===== config.mk =====
export PLATFORM = sky130hd
export DESIGN_NAME = oven_panel_ctrl
export DESIGN_NICKNAME = d
export VERILOG_FILES = /design/src/pkg/oven_panel_pkg.sv /design/src/core/button_conditioner.sv /design/src/core/oven_panel_ctrl.sv
export SDC_FILE = /design/constraint.sdc
export NUM_CORES = 1
export LEC_CHECK = 0
export ABC_AREA = 1
export BUFFER_PORTS_ARGS = -buffer_cell sky130_fd_sc_hd__buf_2
export CAP_MARGIN = 10
export CORE_MARGIN = 8
export CORE_UTILIZATION = 35
export CTS_CLUSTER_DIAMETER = 40
export CTS_CLUSTER_SIZE = 8
export DETAILED_ROUTE_END_ITERATION = 6
export GPL_TIMING_DRIVEN = 0
export PLACE_DENSITY = 0.54
export SETUP_SLACK_MARGIN = 0.15
export SLEW_MARGIN = 20
export SYNTH_ARGS = -nofsm -noshare
export SYNTH_HDL_FRONTEND = slang
export SYNTH_SLANG_ARGS = --single-unit

===== constraint.sdc =====
create_clock -name mclk -period 8 [get_ports mclk]
set_input_delay 1.6 -clock mclk [delete_from_list [all_inputs] [get_ports mclk]]
set_output_delay 1.6 -clock mclk [all_outputs]
set_load 0.005 [all_outputs]

===== src/pkg/oven_panel_pkg.sv =====
// Constants and timing figures for the oven front-panel controller
// Operation
// Toggle button flips active/standby; LED shows it
// Active regulates; standby heater off, fan held
// Power-up enters standby with fan stopped
// Source button flips local/remote; LED shows it
// Local accepts panel, ignores host commands
// Local also accepts TTL; latest command wins
// Remote obeys host; panel ignored but source
// Arrow press steps one degree; hold repeats
// Measured display rounds at half degree
// Set point 0..41, or 0..80 with switch one
// Code display shows letter plus identifier
// Error keeps running, short tone unless switch three
// Fault shuts down, red lamp, long tone
// Code clears after condition gone, door cycled
// Door open stops heater and fan
// Fault lamp follows shown fault code
// Arrow steps saturate at range limits
// Presses debounced, edge detected, one action each
package oven_panel_pkg;
   // ------------------------------------------------------------
   // Clock and time figures
   // ------------------------------------------------------------
   localparam int unsigned CLK_HZ        = 200_000_000;
   localparam int unsigned CYC_PER_MS    = CLK_HZ / 1000;
   localparam int unsigned DEBOUNCE_MS   = 10;
   localparam int unsigned REP_DELAY_MS  = 500;
   localparam int unsigned REP_PERIOD_MS = 150;
   localparam int unsigned SHORT_TONE_MS = 100;
   localparam int unsigned LONG_TONE_MS  = 1000;
   localparam int unsigned DEBOUNCE_CYC  = DEBOUNCE_MS * CYC_PER_MS;
   localparam int unsigned REP_DELAY_CYC = REP_DELAY_MS * CYC_PER_MS;
   localparam int unsigned REP_PERIOD_CYC = REP_PERIOD_MS * CYC_PER_MS;
   localparam int unsigned SHORT_TONE_CYC = SHORT_TONE_MS * CYC_PER_MS;
   localparam int unsigned LONG_TONE_CYC = LONG_TONE_MS * CYC_PER_MS;
   // ------------------------------------------------------------
   // Set point and display figures
   // ------------------------------------------------------------
   localparam int unsigned SP_W          = 7;
   localparam logic [6:0]  SP_MIN        = 7'h00;
   localparam logic [6:0]  SP_MAX_LOW    = 7'h29;  // 41 degrees
   localparam logic [6:0]  SP_MAX_HIGH   = 7'h50;  // 80 degrees
   localparam logic [6:0]  SP_RESET      = 7'h00;
   localparam int unsigned TEMP_FRAC     = 4;      // Sixteenths of a degree
   localparam logic [11:0] TEMP_HALF     = 12'h008;
   localparam logic [7:0]  FAN_RESET     = 8'h00;
   localparam logic        CODE_ERROR    = 1'b0;
   localparam logic        CODE_FAULT    = 1'b1;
endpackage : oven_panel_pkg


===== src/core/button_conditioner.sv =====
// Debounce, press-edge detection and hold auto-repeat for one button
`timescale 1ns/1ps
module button_conditioner #(
   parameter int unsigned DEB_CYC  = oven_panel_pkg::DEBOUNCE_CYC,
   parameter int unsigned DLY_CYC  = oven_panel_pkg::REP_DELAY_CYC,
   parameter int unsigned PER_CYC  = oven_panel_pkg::REP_PERIOD_CYC,
   parameter bit          REPEAT   = 1'b0
)(
   input  wire logic mclk,
   input  wire logic rst_b,
   input  wire logic raw,
   output logic      press
);
   initial
   begin
      if (DEB_CYC < 1 || DLY_CYC < 2 || PER_CYC < 2)
         $error("button_conditioner: counts too small");
   end

   typedef enum logic {REL, HELD} deb_e;
   typedef struct packed {
      deb_e        st;
      logic [31:0] deb;
      logic [31:0] rep;
      logic        press;
   } btn_s;

   btn_s cur;
   btn_s next_cur;

   // ------------------------------------------------------------
   // Stable-level filter and press generation
   // ------------------------------------------------------------
   // Bounce on either edge restarts the filter, so one press is one pulse
   always_comb
   begin
      next_cur       = cur;
      next_cur.press = 1'b0;
      if (raw != (cur.st == HELD))
      begin
         if (cur.deb >= DEB_CYC - 1)
         begin
            next_cur.deb = '0;
            unique case (cur.st)
               REL:
               begin
                  next_cur.st    = HELD;
                  next_cur.press = 1'b1;
                  next_cur.rep   = DLY_CYC;
               end
               HELD:
               begin
                  next_cur.st = REL;
               end
            endcase
         end
         else
            next_cur.deb = cur.deb + 32'h1;
      end
      else
      begin
         next_cur.deb = '0;
         // Held arrow keeps stepping after the first delay
         if (REPEAT && cur.st == HELD)
         begin
            if (cur.rep <= 32'h1)
            begin
               next_cur.press = 1'b1;
               next_cur.rep   = PER_CYC;
            end
            else
               next_cur.rep = cur.rep - 32'h1;
         end
      end
   end

   always_ff @(posedge mclk or negedge rst_b)
   begin
      if (!rst_b)
         cur <= '{st: REL, deb: 32'h0, rep: 32'h0, press: 1'b0};
      else
         cur <= next_cur;
   end

   assign press = cur.press;
endmodule : button_conditioner


===== src/core/oven_panel_ctrl.sv =====
// Front-panel controller: modes, set point, displays, codes, tone, lamp
`timescale 1ns/1ps
module oven_panel_ctrl #(
   parameter int unsigned DEB_CYC   = oven_panel_pkg::DEBOUNCE_CYC,
   parameter int unsigned DLY_CYC   = oven_panel_pkg::REP_DELAY_CYC,
   parameter int unsigned PER_CYC   = oven_panel_pkg::REP_PERIOD_CYC,
   parameter int unsigned SHORT_CYC = oven_panel_pkg::SHORT_TONE_CYC,
   parameter int unsigned LONG_CYC  = oven_panel_pkg::LONG_TONE_CYC
)(
   input  wire logic        mclk,
   input  wire logic        rst_b,
   input  wire logic        btn_activity,
   input  wire logic        btn_source,
   input  wire logic        btn_up,
   input  wire logic        btn_down,
   input  wire logic        ttl_req,
   input  wire logic        ttl_active,
   input  wire logic        host_act_req,
   input  wire logic        host_active,
   input  wire logic        host_sp_req,
   input  wire logic [6:0]  host_sp,
   input  wire logic        cfg_range_high,
   input  wire logic        cfg_tone_off,
   input  wire logic        door_open,
   input  wire logic [11:0] temp_meas,
   input  wire logic        regulate_heat,
   input  wire logic [7:0]  regulate_fan,
   input  wire logic        error_cond,
   input  wire logic [3:0]  error_id,
   input  wire logic        fault_cond,
   input  wire logic [3:0]  fault_id,
   output logic             active_led,
   output logic             remote_led,
   output logic             heater_on,
   output logic [7:0]       fan_speed,
   output logic [6:0]       setpoint,
   output logic [7:0]       temp_display,
   output logic             code_show,
   output logic             fault_code_indication,
   output logic [3:0]       code_id,
   output logic             fault_lamp,
   output logic             tone
);
   initial
   begin
      if (SHORT_CYC < 1 || LONG_CYC <= SHORT_CYC)
         $error("oven_panel_ctrl: tone lengths invalid");
   end

   typedef struct packed {
      logic        active;
      logic        remote;
      logic        heater;
      logic [7:0]  fan;
      logic [7:0]  fan_hold;
      logic [6:0]  sp;
      logic [7:0]  tdisp;
      logic        show;
      logic        is_fault;
      logic [3:0]  id;
      logic        door_seen;
      logic        err_d;
      logic        flt_d;
      logic [31:0] tone_cnt;
      logic        tone;
   } panel_s;

   panel_s cur;
   panel_s next_cur;
   logic   p_act;
   logic   p_src;
   logic   p_up;
   logic   p_dn;

   // ------------------------------------------------------------
   // Button conditioning
   // ------------------------------------------------------------
   // Only the arrows repeat; a held toggle must not chatter the mode
   button_conditioner #(.DEB_CYC(DEB_CYC), .DLY_CYC(DLY_CYC), .PER_CYC(PER_CYC),
                        .REPEAT(1'b0))
      u_act (.mclk(mclk), .rst_b(rst_b), .raw(btn_activity), .press(p_act));
   button_conditioner #(.DEB_CYC(DEB_CYC), .DLY_CYC(DLY_CYC), .PER_CYC(PER_CYC),
                        .REPEAT(1'b0))
      u_src (.mclk(mclk), .rst_b(rst_b), .raw(btn_source), .press(p_src));
   button_conditioner #(.DEB_CYC(DEB_CYC), .DLY_CYC(DLY_CYC), .PER_CYC(PER_CYC),
                        .REPEAT(1'b1))
      u_up (.mclk(mclk), .rst_b(rst_b), .raw(btn_up), .press(p_up));
   button_conditioner #(.DEB_CYC(DEB_CYC), .DLY_CYC(DLY_CYC), .PER_CYC(PER_CYC),
                        .REPEAT(1'b1))
      u_dn (.mclk(mclk), .rst_b(rst_b), .raw(btn_down), .press(p_dn));

   // ------------------------------------------------------------
   // Next-state logic
   // ------------------------------------------------------------
   logic [6:0]  sp_max;
   logic        stop;
   logic [12:0] t_round;
   logic        err_rise;
   logic        flt_rise;
   logic        code_clear;

   always_comb
   begin
      next_cur = cur;
      sp_max   = cfg_range_high ? oven_panel_pkg::SP_MAX_HIGH
                                : oven_panel_pkg::SP_MAX_LOW;
      err_rise = error_cond && !cur.err_d;
      flt_rise = fault_cond && !cur.flt_d;
      next_cur.err_d = error_cond;
      next_cur.flt_d = fault_cond;

      // Mode source toggles in both modes
      if (p_src)
         next_cur.remote = !cur.remote;
      if (!cur.remote)
      begin
         // Local: panel and TTL; TTL in the same cycle counts as later
         if (p_act)
            next_cur.active = !cur.active;
         if (ttl_req)
            next_cur.active = ttl_active;
         if (p_up && cur.sp < sp_max)
            next_cur.sp = cur.sp + 7'h01;
         else if (p_dn && cur.sp > oven_panel_pkg::SP_MIN)
            next_cur.sp = cur.sp - 7'h01;
      end
      else
      begin
         // Remote: host only, panel keys other than source are dead
         if (host_act_req)
            next_cur.active = host_active;
         if (host_sp_req)
            next_cur.sp = (host_sp > sp_max) ? sp_max : host_sp;
      end
      // Narrowing the range pulls a high set point down
      if (next_cur.sp > sp_max)
         next_cur.sp = sp_max;

      // Rounded measured temperature, saturating at the display width
      t_round = {1'b0, temp_meas} + {1'b0, oven_panel_pkg::TEMP_HALF};
      if (t_round[12])
         next_cur.tdisp = 8'hff;
      else
         next_cur.tdisp = t_round[11:4];

      // Code capture; a fault outranks an error already shown
      code_clear = cur.show && cur.door_seen && !door_open
                   && !error_cond && !fault_cond;
      if (cur.show && door_open)
         next_cur.door_seen = 1'b1;
      if (code_clear)
      begin
         next_cur.show      = 1'b0;
         next_cur.is_fault  = oven_panel_pkg::CODE_ERROR;
         next_cur.door_seen = 1'b0;
      end
      // New events win over a clear in the same cycle
      if (flt_rise)
      begin
         next_cur.show      = 1'b1;
         next_cur.is_fault  = oven_panel_pkg::CODE_FAULT;
         next_cur.id        = fault_id;
         next_cur.door_seen = 1'b0;
         next_cur.tone_cnt  = LONG_CYC;
      end
      else if (err_rise && !(cur.show && cur.is_fault))
      begin
         next_cur.show      = 1'b1;
         next_cur.is_fault  = oven_panel_pkg::CODE_ERROR;
         next_cur.id        = error_id;
         next_cur.door_seen = 1'b0;
         if (!cfg_tone_off)
            next_cur.tone_cnt = SHORT_CYC;
      end
      else if (cur.tone_cnt != 32'h0)
         next_cur.tone_cnt = cur.tone_cnt - 32'h1;
      next_cur.tone = (next_cur.tone_cnt != 32'h0);

      // Heater and fan: fault and open door stop both, standby holds fan
      stop = door_open || fault_cond || (cur.show && cur.is_fault);
      next_cur.heater = cur.active && regulate_heat && !stop;
      // A stop zeroes the fan, so the last active speed is kept apart
      if (stop)
         next_cur.fan = 8'h00;
      else if (cur.active)
      begin
         next_cur.fan      = regulate_fan;
         next_cur.fan_hold = regulate_fan;
      end
      else
         next_cur.fan = cur.fan_hold;
   end

   // ------------------------------------------------------------
   // State registers
   // ------------------------------------------------------------
   // Power-up: standby, local, fan stopped
   always_ff @(posedge mclk or negedge rst_b)
   begin
      if (!rst_b)
         cur <= '{active: 1'b0, remote: 1'b0, heater: 1'b0,
                  fan: oven_panel_pkg::FAN_RESET, sp: oven_panel_pkg::SP_RESET,
                  fan_hold: oven_panel_pkg::FAN_RESET,
                  tdisp: 8'h00, show: 1'b0, is_fault: 1'b0, id: 4'h0,
                  door_seen: 1'b0, err_d: 1'b0, flt_d: 1'b0,
                  tone_cnt: 32'h0, tone: 1'b0};
      else
         cur <= next_cur;
   end

   // ------------------------------------------------------------
   // Outputs
   // ------------------------------------------------------------
   assign active_led            = cur.active;
   assign remote_led            = cur.remote;
   assign heater_on             = cur.heater;
   assign fan_speed             = cur.fan;
   assign setpoint              = cur.sp;
   assign temp_display          = cur.tdisp;
   assign code_show             = cur.show;
   assign fault_code_indication = cur.is_fault;
   assign code_id               = cur.id;
   assign fault_lamp            = cur.show && cur.is_fault;
   assign tone                  = cur.tone;

   // Door open now or already seen since the code appeared
   logic door_seen_any;
   assign door_seen_any = cur.door_seen || door_open;
endmodule : oven_panel_ctrl


After elaboration in Yosys (flattened, before gate mapping). Index checks and enable logic that the tools add are counted.

Flip-flop bits (word level): 276. Output and inout bits: 34. Logic and storage cells: 152.

$add $sub $neg: 10. $lt $le $gt $ge: 10. Equal/unequal tests: 9. Mux-type cells: 51. Bitwise operators: 4. Reduce and logical (&&, ||, !) cells: 39.

Operators with widths (count): 2-to-1 mux 32 bit (12); 2-to-1 mux 33 bit (6); 2-to-1 mux 65 bit (2); adder 32 x 1 -> 32 bit (second input constant) (4); >= comparator 32 x 21 -> 1 bit (second input constant) (4); subtractor 32 x 1 -> 32 bit (second input constant) (3); <= comparator 32 x 1 -> 1 bit (second input constant) (2); nonzero test 32 bit (2); 2-to-1 mux 7 bit (9); 2-to-1 mux 8 bit (3); greater-than comparator 7 bit (2); 2-to-1 mux 1 bit (14); adder 12 x 4 -> 13 bit (second input constant) (1); logical AND 1 bit (13); inequality test 2 bit (second input constant) (5); AND reduction 2 bit (5); logical NOT 1 bit (9); one-hot mux 1 bit (2 select lines) (4); adder 7 x 1 -> 7 bit (second input constant) (1); greater-than comparator 7 x 1 -> 1 bit (second input constant) (1); less-than comparator 7 bit (1); subtractor 7 x 1 -> 7 bit (second input constant) (1); AND reduction 3 bit (2); nonzero test 2 bit (3); other kinds (6) (14).

Longest topological paths before layout. Gate-level depths: netlist of run 1.

Depth after elaboration: 7. Gate-level depth with buffers: 21. Depth with buffers taken out: 21.

Hierarchy. A second synthesis of run 1 with hierarchy kept.

Cell total of the unflattened synthesis: 2210. Area total of the unflattened synthesis: 16858.7 µm².

By module, submodules not included: oven_panel_ctrl (times used 1, cells each 782, area an instance 5599.1 µm²); button_conditioner at u_up (times used 1, cells each 522, area an instance 3960.0 µm²); button_conditioner at u_dn (times used 1, cells each 520, area an instance 3883.7 µm²); button_conditioner at u_act ... (times used 2, cells each 193, area an instance 1707.9 µm²).

Least setup slack after synthesis of run 1. OpenSTA, ideal clock, no wires.

Kind: input to register. Start point: in cfg_range_high. End point: reg cur, in the netlist setpoint[0]. Library setup time: 120 ps. Arrival time: 4067 ps. Required time: 7880 ps. Path slack: 3814 ps. Stages on the path: 18. Path through: inv_1 > ha_1 > nand2_1 > or2_2 > nand3_2 > inv_1 > o21ai_0 > nand2_1 > a21oi_1 > o21ai_0 > o21ai_0 > ha_1 > a21oi_1 > nor2_1 > a211oi_1 > nand2_2 > nand3_1 > nand2_1.

RTL lines: start, declared (RTL line oven_panel_ctrl.sv:22) `input wire logic cfg_range_high,`; end signal, assigned (RTL line oven_panel_ctrl.sv:201) `cur <= '{active: 1'b0, remote: 1'b0, heater: 1'b0,`; end signal, assigned (RTL line oven_panel_ctrl.sv:208) `cur <= next_cur;`; end, declared (RTL line oven_panel_ctrl.sv:68) `panel_s cur;`.

==> results.py, run 1 <==
metrics = {
    "die": {
        "die_h_um": 227,
        "num_rows": 77,
        "die_x_um": 227,
        "initial_core_util_pct": 35.3,
        "pin_count": 86,
        "dieArea_sq_um": 51400,
        "coreArea_sq_um": 44000,
    },
    "synth": {
        "async_flop_share_pct": 100,
        "synth_area_sq_um": 15600,
        "ys_seq_area_share_pct": 44.4,
        "syn_area_per_cell_sq_um": 7.86,
        "synthDistinctLibCells": 61,
        "synth-seq-cells": 276,
        "ys.flop_type": "dfrtp_1",
        "synthCells": 1980,
        "synth_edf_count": 0,
        "yosys_warnings": 0,
    },
    "finish": {
        "final_common_cell": "nand2_1",
        "drive_gt1_share_pct": 15.2,
        "final_core_util_pct": 43.0,
        "instances_no_fill": 2807,
        "antenna_cells": 0,
        "fin_nets": 2248,
        "mostFrequentLayoutCells": "nand2_1 (370), nor2_1 (300), dfrtp_1 (276)",
        "area_growth_pct": 21.8,
    },
    "sta": {
        "slew_violations": 0,
        "rsz0062_at_grt": "false",
        "max_slew_margin_pct": 55.3,
        "hold_viol": 0,
        "fin_skew_ps": 24.7,
        "hold_ws_ps": 455,
        "timing.final.ws_setup_ps": 3590,
        "fin_crit_sh_pct": 55.1,
        "final.min_clock_period_ps": 4410,
        "fmax_ghz": 0.227,
        "setup-violations-final": 0,
        "worst_pin_slew_ps": 671,
    },
    "setup_path": {
        "r2r-start": "setpoint[6]$_DFF_PN0_",
        "timing.rr.end": "setpoint[0]$_DFF_PN0_",
        "worst_ep_arrival_time_ps": 4860,
        "critical_path_required_ps": 8450,
        "cp-start-kind": "input pin",
        "rr_worst_depth": 17,
        "cp-end-kind": "flip-flop",
        "crit_type": "input pin to flip-flop",
        "rrSetupSlack_ps": 4680,
        "worst-path-max-fanout": 12,
    },
    "clock_tree": {
        "post_cts_buffers": 0,
        "insertion_delay_ps": 590,
        "cts_tree": "yes",
        "ctsHoldBuffers": 0,
        "numClockSinks": 276,
        "cts_buffers": 60,
        "clk_pin_slew_ps": 40,
        "cts.repair.resized": 0,
        "cts.htree.levels": 2,
        "cts_buffer_depth": 3,
        "cts-root-buf": "clkbuf_16",
    },
    "power": {
        "p_total_mw": 5.33,
        "leakage_nw": 8.86,
        "power_per_cell_area_nw_per_um2": 281,
        "peakVddDrop_v": 0.000197,
    },
    "drt": {
        "wl_mm": 37.4,
        "wl_met2_mm": 16.8,
        "routedWlPerCell_um": 13.3,
        "wl_met1_mm": 17.5,
        "viasPerCell": 4.77,
        "drc": 0,
        "drt_pre_antenna_iters": 5,
        "dr_total_vias": 13400,
        "routed.top_layer": "met4",
        "dr_wl_met3_mm": 2.17,
        "ant_nets": 0,
        "drt_iter0_markers": 903,
    },
    "global_routing": {
        "grt-ovfl-total": 0,
        "grt_usage_pct": 14.9,
        "antenna_found_initial": 0,
        "grt_max_degree": 96,
        "grt_pass1_wl_mm": 64.0,
        "grt_pass1_vias": 13300,
    },
    "hold_path": {
        "min_path_type": "flip-flop to flip-flop",
        "whs_endpoint": "u_up.cur[33]$_DFF_PN0_",
        "hold_path_startpoint": "u_up.cur[33]$_DFF_PN0_",
        "whs_path_depth": 1,
    },
    "placed_design": {
        "globalplace.congestion": 0.924,
        "port_buffers": 80,
        "pre_cts_ws_ps": 3000,
        "place_hpwl_mm": 26.9,
        "dpl.cell_count": 2698,
    },
    "flow_run": {
        "drv_cap": 0,
    },
    "run_status": {
        "status": "completed",
    },
}
-- area by class of cell --
class                      instances  area [sq um]
multi-input combinational       1439          7510
tap                              592           741
clock buffer                      75          1660
timing repair buffer              83           493
inverter                         245           920
sequential                       276          6910
buffer                            63           375
fill                            4436         25100
clock inverter                    34           330
-- cell families after synthesis --
family,share of synthesized area [%]
and+or+nand+nor,31.6
buffers and inverters,8.33
DFF,44.4
AOI/OAI and AO/OA,8.45
xor gates and xnor gates,4.84
adders and majority gates,2.25
other,0.0241
muxes,0.0724
-- through the flow --
step / cell area, sq um / TNS [ps]
after floorplan: 15700 / 0
after global placement: 16900 / -970
after detailed placement: 16900 / 0
after CTS: 18900 / 0
after global routing: 18900 / 0
final: 18900 / 0
-- worst max-delay path: stages --
cell,delay (ps)
buf_2,220
inv_1,270
ha_1,380
nand2_1,70
or2_2,310
nand3_2,160
inv_1,130
o21ai_0,90
nand2_1,90
a21oi_1,110
o21ai_0,100
o21ai_0,160
ha_1,310
a21oi_1,160
nor2_1,60
a211oi_1,270
nand2_2,160
nand3_1,140
nand2_1,70
-- worst max-delay path by stage --
stage	from	end	slack, ps	cells after the start
3_5_place_dp	cfg_range_high	setpoint[5]$_DFF_PN0_	3000	18
5_1_grt	cfg_range_high	setpoint[0]$_DFF_PN0_	3210	18
3_3_place_gp	rst_b	u_src.cur[40]$_DFF_PN0_	-20	1
6_report	cfg_range_high	setpoint[0]$_DFF_PN0_	3590	19
4_1_cts	cfg_range_high	setpoint[0]$_DFF_PN0_	3620	18
2_1_floorplan	cfg_range_high	setpoint[0]$_DFF_PN0_	3810	18
-- cells in the mapped netlist (4+ instances only) --
cell type	instances	area share, %
a21o_1	15	0.72
a21oi_1	57	1.8
a22oi_1	7	0.34
a31oi_1	12	0.48
and3_1	4	0.16
buf_2	9	0.29
buf_4	29	1.4
clkbuf_1	19	0.46
dfrtp_1	276	44
ha_1	28	2.3
inv_1	235	5.7
inv_2	10	0.24
nand2_1	370	8.9
nand2_2	21	0.84
nand3_1	146	4.7
nand3_2	6	0.39
nand3b_1	6	0.29
nand4_1	44	1.8
nor2_1	300	7.2
nor2_2	27	1.1
nor2_4	8	0.58
nor3_1	41	1.3
nor3_2	10	0.64
nor3_4	4	0.42
nor3b_1	19	0.92
nor4_1	27	1.1
o21ai_0	88	2.8
o21ai_1	10	0.32
o31ai_1	8	0.39
o41ai_1	4	0.23
or2_2	8	0.32
xnor2_1	17	0.96
xor2_1	69	3.9
-- report_power, final --
part	total, mW	switching [mW]	internal (mW)
Combinational	1.23	0.783	0.443
Clock	2.37	0.789	1.59
Sequential	1.73	0.171	1.56
Total	5.33	1.74	3.59
-- layer usage --
layer / global-route usage, % / up-vias
li1: - / 6795
met1: 19.7 / 6210
met2: 24.2 / 300
met3: 2.77 / 75
met4: 5.19 / 0
met5: 0 / -
-- sequential cells by signal, indices dropped and copies added, names as in the netlist --
name and count:
code_show 1, fault_code_indication 1, u_up.press 1, remote_led 1, setpoint 7, u_dn.press 1, code_id 4, heater_on 1
u_dn.cur 65, u_src.press 1, temp_display 8, u_act.press 1, active_led 1, u_src.cur 33, fan_speed 8, u_up.cur 65
tone 1, u_act.cur 33, cur 43
No activity file was read; power rests on OpenSTA's default activity.
==> run 2: changes to the inputs <==
- ABC_AREA: 1 -> 0
- PLACE_DENSITY: 0.54 -> 0.56
- clock period: 8 -> 4 ns (I/O delays scaled with it)
==> run 2 against run 1 <==
Routed wire length decreased by 19%. Global-route usage decreased by 1.3 points. Sequential share of layout area is 4.5 points higher. Combinational power grew 46%. Core utilization increased by 0.68 points. First-iteration DRC count shrank 38%. Critical path type is now flip-flop to flip-flop. Largest power group unchanged.
==> results.py, run 2 <==
metrics = {
    "run_status": {
        "status": "completed",
    },
    "sta": {
        "max_slew_margin_pct": 46.5,
        "slew_violations": 0,
        "setup-violations-final": 0,
        "hold_viol": 0,
        "final.min_clock_period_ps": 3740,
        "rsz0062_at_grt": "false",
        "fin_skew_ps": 16.4,
        "worst_pin_slew_ps": 795,
        "final.setup.tns_ps": 0,
        "fmax_ghz": 0.267,
        "fin_crit_sh_pct": 93.5,
    },
    "power": {
        "p_sw_share_pct": 28.2,
        "comb_power_share_pct": 18.9,
        "pwr-share-clk_pct": 45.5,
        "peakVddDrop_v": 0.000271,
        "p_int_mw": 6.84,
        "seqPwrFrac_pct": 35.6,
        "leakage_nw": 7.11,
        "power_per_cell_area_nw_per_um2": 565,
        "p_sw_mw": 2.69,
    },
    "synth": {
        "synth_top_area_cell": "dfrtp_1",
        "synth_top_cell_area_share_pct": 50.7,
        "ys.flop_type": "dfrtp_1",
        "yosys_warnings": 0,
        "syn_area_per_cell_sq_um": 9.77,
        "synth_commonest_cells": "dfrtp_1 (276), nor2_1 (227), nand2_1 (90)",
        "synth_area_sq_um": 13600,
        "synth-seq-cells": 276,
        "synthDistinctLibCells": 67,
        "synth_most_common_cell": "dfrtp_1",
        "synthCells": 1396,
        "yosys-top-cells-area": "dfrtp_1 (51%), nor2_1 (6.2%), xnor2_1 (4.1%)",
        "async_flop_share_pct": 100,
        "synth_edf_count": 0,
        "ys_seq_area_share_pct": 50.7,
    },
    "clock_tree": {
        "cts_buffers": 53,
        "cts_buffer_depth": 3,
        "cts.htree.levels": 2,
        "clk_pin_slew_ps": 50,
        "insertion_delay_ps": 570,
        "cts-root-buf": "clkbuf_16",
        "cts_tree": "yes",
        "ctsHoldBuffers": 0,
        "numClockSinks": 276,
    },
    "setup_path": {
        "crit_type": "flip-flop to flip-flop",
        "critPathSlowestCell": "or4b_1",
        "cp_top_family": "simple AND/OR/NAND/NOR gates",
        "crit_buf_inv": 2,
        "critical_path_required_ps": 4410,
        "worst-path-max-fanout": 10,
        "crit_chain": "buf_2 > or4_1 > or3_1 > or4b_1 > buf_6 > o211ai_2 > o311ai_1 > or3_1 > nor4_1 > nand4_1",
        "worst_ep_arrival_time_ps": 4150,
        "cp-end-kind": "flip-flop",
        "cp-start-kind": "flip-flop",
        "slowest_delay_ps": 580,
        "cp_common_cell": "or3_1",
    },
    "finish": {
        "antenna_cells": 0,
        "mostFrequentLayoutCells": "dfrtp_1 (274), nor2_1 (226), nand2_1 (90)",
        "drive_gt1_share_pct": 15.5,
        "final_common_cell": "dfrtp_1",
        "fin_area_sq_um": 16800,
        "fin_nets": 1666,
        "area_growth_pct": 23.6,
        "fillers": 3719,
        "reg_top3": "u_dn.cur: 65 flops, u_up.cur: 65 flops, cur: 43 flops",
    },
    "placed_design": {
        "dpl_cell_area_sq_um": 15000,
        "place_hpwl_mm": 20.8,
        "globalplace.congestion": 0.807,
        "port_buffers": 81,
    },
    "flow_run": {
        "drv_cap": 0,
    },
    "die": {
        "pin_count": 86,
        "die_x_um": 213,
        "initial_core_util_pct": 35.4,
        "dieArea_sq_um": 45500,
        "die_h_um": 213,
        "coreArea_sq_um": 38600,
        "num_rows": 72,
    },
    "drt": {
        "routedWlPerCell_um": 14.2,
        "dr_total_vias": 10600,
        "drt_iter0_markers": 557,
        "drt_pre_antenna_iters": 5,
        "wl_mm": 30.4,
        "ant_nets": 0,
        "drc": 0,
        "viasPerCell": 4.97,
    },
    "global_routing": {
        "grt_pass1_wl_mm": 52.2,
        "grt_max_degree": 96,
        "grt_usage_pct": 13.6,
        "grt-ovfl-total": 0,
        "grt_pass1_vias": 10600,
        "antenna_found_initial": 0,
    },
    "hold_path": {
        "min_path_type": "input pin to asynchronous set/reset pin",
    },
}
run 2: path summary, 6_finish.rpt:
check                                       start                        end  slack, ps  depth (start not counted)
max                             cur[13]$_DFF_PN0_             tone$_DFF_PN0_        260                         10
min                                         rst_b          cur[23]$_DFF_PN0_         70                          1
max reg2reg                     cur[13]$_DFF_PN0_             tone$_DFF_PN0_        260                         10
min reg2reg                u_dn.cur[33]$_DFF_PN0_     u_dn.cur[33]$_DFF_PN0_        450                          1
max in group asynchronous                   rst_b  temp_display[5]$_DFF_PN0_       2840                          3
min in group mclk                      error_cond          cur[34]$_DFF_PN0_        410                          1
run 2: cell families after synthesis:
kind of cell / synth area share [%]
flops: 50.7
mux: 3.04
simple gates: 22.8
fa+ha+maj: 2.57
other cells: 0.0275
buf+inv: 3.46
compound gates: 9.82
xor+xnor: 7.64
run 2: area by class of cell:
cell class / instances / area (sq um) / share of cell area [%]
Timing Repair Buffer: 92 / 561 / 3.33
Multi-Input combinational cell: 1067 / 6500 / 38.6
Sequential cell: 276 / 6910 / 41.0
Buffer: 66 / 359 / 2.13
Clock buffer: 63 / 1390 / 8.27
Clock inverter: 27 / 357 / 2.12
Inverter: 30 / 120 / 0.713
Tap cell: 518 / 648 / 3.85
run 2: metal layers:
metal | global-route usage (%) | share of wire (%) | up-vias
li1 | - | - | 5291
met1 | 18.6 | 47 | 5075
met2 | 21.1 | 45 | 206
met3 | 2.67 | 5.3 | 51
met4 | 5.46 | 2.6 | 0
met5 | 0 | 0 | -
run 2: repair_timing:
action	4_1_cts	5_1_grt
pin swaps	1	4
setup endpoints to repair	4	6
setup buffers	2	6
cloned	0	0
gates resized for setup	2	13
run 2: worst reg2reg max path: stages, from the launching register on:
cell and delay (ps):
dfrtp_1 350, buf_2 170, or4_1 570, or3_1 500
or4b_1 580, buf_6 170, o211ai_2 130, o311ai_1 140
or3_1 400, nor4_1 410, nand4_1 180
run 2: per-stage QoR:
step	power, mW	worst slack, ps	instances	hold slack (ps)	utilization (%)
floorplan	4.60	157	1439	417	-
global placement	5.10	-3130	2038	446	38.6
detailed placement	5.15	-593	2041	455	38.9
CTS	9.60	157	2133	40.1	43.5
global route	10.1	130	2139	62.7	43.7
finish	9.53	262	2139	71.2	43.7
run 2: power by group through the flow:
stage	Combinational, mW	Sequential, mW	Clock, mW
floorplan	1.25	3.35	0
global placement	1.68	3.42	0
detailed placement	1.72	3.43	0
CTS	1.74	3.39	4.47
global route	2.03	3.43	4.61
finish	1.80	3.39	4.33
==> run 3: changes to the inputs <==
- CORE_MARGIN: 8 -> not set
- CORE_UTILIZATION: 35 -> 29
- PLACE_DENSITY: 0.56 -> 0.49
- SKIP_LAST_GASP: not set -> 1
==> run 3 against run 2 <==
Sequential power about the same. Highest routed layer unchanged. Critical path type is now input pin to flip-flop. Largest power group unchanged. Via count up 0.23%. Total power down 0.96%.
==> results.py, run 3 (same netlist as run 2, synthesis figures left out) <==
metrics = {
    "global_routing": {
        "top_usage_layer": "met2",
        "antenna_found_initial": 0,
        "grt_max_degree": 79,
        "grt-ovfl-total": 0,
        "grt_pass1_vias": 10400,
        "grt_pass1_wl_mm": 52.0,
        "grt_use_met1_pct": 17.9,
        "grtUsageMet2_pct": 20.8,
        "grt_usage_pct": 13.2,
        "met3_usage_pct": 2.90,
    },
    "clock_tree": {
        "cts_buffer_depth": 3,
        "ctsHoldBuffers": 0,
        "clk_pin_slew_ps": 50,
        "cts.htree.levels": 2,
        "cts_tree": "yes",
        "insertion_delay_ps": 560,
        "numClockSinks": 276,
        "cts_buffers": 52,
        "cts-root-buf": "clkbuf_16",
    },
    "finish": {
        "reg_top3": "u_dn.cur: 65 flops, u_up.cur: 65 flops, cur: 43 flops",
        "drive_gt1_share_pct": 16.0,
        "area_growth_pct": 24.6,
        "fin_nets": 1669,
        "final_common_cell": "dfrtp_1",
        "antenna_cells": 0,
        "mostFrequentLayoutCells": "dfrtp_1 (274), nor2_1 (226), nand2_1 (90)",
    },
    "power": {
        "p_int_mw": 6.80,
        "peakVddDrop_v": 0.000502,
        "power_per_cell_area_nw_per_um2": 555,
        "leakage_nw": 7.12,
        "pwr-share-clk_pct": 44.9,
        "p_total_mw": 9.43,
        "p_sw_mw": 2.64,
        "seqPwrFrac_pct": 35.9,
        "p_sw_share_pct": 28.0,
        "comb_power_share_pct": 19.2,
    },
    "setup_path": {
        "cp-startpoint": "cfg_range_high",
        "worst-path-max-fanout": 11,
        "timing.rr.end": "setpoint[3]$_DFF_PN0_",
        "crit_type": "input pin to flip-flop",
        "rr_worst_depth": 16,
        "worst_ep_arrival_time_ps": 4090,
        "r2r-start": "setpoint[5]$_DFF_PN0_",
        "critical_path_required_ps": 4440,
        "cp-end-kind": "flip-flop",
        "cp-start-kind": "input pin",
        "rrSetupSlack_ps": 380,
    },
    "die": {
        "dieArea_sq_um": 47900,
        "die_x_um": 219,
        "num_rows": 79,
        "initial_core_util_pct": 29.3,
        "coreArea_sq_um": 46500,
        "pin_count": 86,
        "die_h_um": 219,
    },
    "drt": {
        "routedWlPerCell_um": 13.7,
        "wl_mm": 30.6,
        "drt_pre_antenna_iters": 5,
        "viasPerCell": 4.77,
        "dr_total_vias": 10600,
        "drt_iter0_markers": 506,
        "ant_nets": 0,
        "drc": 0,
    },
    "sta": {
        "fin_skew_ps": 13.9,
        "fmax_ghz": 0.274,
        "final.min_clock_period_ps": 3660,
        "setup-violations-final": 0,
        "timing.final.ws_setup_ps": 344,
        "slew_violations": 0,
        "hold_viol": 0,
        "max_slew_margin_pct": 41.8,
        "worst_pin_slew_ps": 865,
        "rsz0062_at_grt": "false",
        "fin_crit_sh_pct": 91.4,
    },
    "run_status": {
        "status": "completed",
    },
    "placed_design": {
        "place_hpwl_mm": 21.1,
        "pre_cts_ws_ps": -636,
        "port_buffers": 81,
        "globalplace.congestion": 0.792,
    },
    "hold_path": {
        "min_path_type": "input pin to asynchronous set/reset pin",
    },
    "flow_run": {
        "drv_cap": 0,
    },
}
==> run 3: changes by cell type in the layout (fill, tap and decap cells not counted), sizes merged <==
| cell | delta |
|---|---|
| clkinvlp | -2 |
| clkinv | -1 |
| clkbuf | +5 |
| buf | +4 |
| bufinv | -2 |
| inv | -2 |
==> run 3: worst max path at each step <==
stage                                 to  slack [ps]  depth (start not counted)
6_report           setpoint[3]$_DFF_PN0_         340                         18
5_1_grt            setpoint[5]$_DFF_PN0_         140                         18
4_1_cts                   tone$_DFF_PN0_         180                          9
3_5_place_dp       setpoint[5]$_DFF_PN0_        -640                         18
3_3_place_gp   temp_display[4]$_DFF_PN0_       -3270                          1
2_1_floorplan      setpoint[4]$_DFF_PN0_         160                         16
==> run 3: cell type report <==
class	instances	area [sq um]
multi-input combinational	1067	6540
buffer	66	359
tap	607	759
clock inverter	20	240
inverter	30	118
fill	4670	29500
timing repair buffer	96	594
clock buffer	68	1460
sequential	276	6910
==> run 3: repair_timing <==
| item | in CTS | in global routing |
|---|---|---|
| endpoints found under the hold margin | 0 | 0 |
| resized for setup | 5 | 16 |
| cloned | 0 | 0 |
| setup buffers | 6 | 6 |
| pin swaps | 1 | 4 |
| endpoints found under the setup margin | 4 | 5 |
==> run 3: power groups by stage <==
stage	registers, mW	logic (mW)	clock network [mW]
after floorplan	3.35	1.25	0
after global placement	3.43	1.69	0
after detailed placement	3.43	1.72	0
after CTS	3.39	1.77	4.38
after global routing	3.44	2.06	4.52
final	3.39	1.81	4.23
==> run 3: per-stage QoR <==
stage               hold slack [ps]  instance area [sq um]  std cells  setup TNS [ps]  util, %
CTS                             186                  16900       2224               0     36.3
finish                          178                  17000       2230               0     36.6
global route                    209                  17000       2230               0     36.6
floorplan                       417                  13800       1439               0        -
global placement                425                  15000       2127         -890860     32.3
detailed placement              426                  15100       2130           -2890     32.5
==> run 3: per-layer routing <==
metal | wire length (um) | part of all wire, %
met1 | 14600 | 48
met2 | 13800 | 45
met3 | 1470 | 4.8
met4 | 710 | 2.3
met5 | 0 | 0
==> run 3: critical path: stages <==
cell      delay, ps
buf_6           150
clkinv_4        110
ha_1            310
nand3_1          90
a21boi_2        240
nor3_4           90
buf_4           140
nor4_1          230
a31oi_1         100
xnor2_1         160
a21o_1          200
ha_1            290
a21o_1          120
a21oi_2          70
and2_1          170
a41oi_2         190
o31a_1          270
mux2_2          360
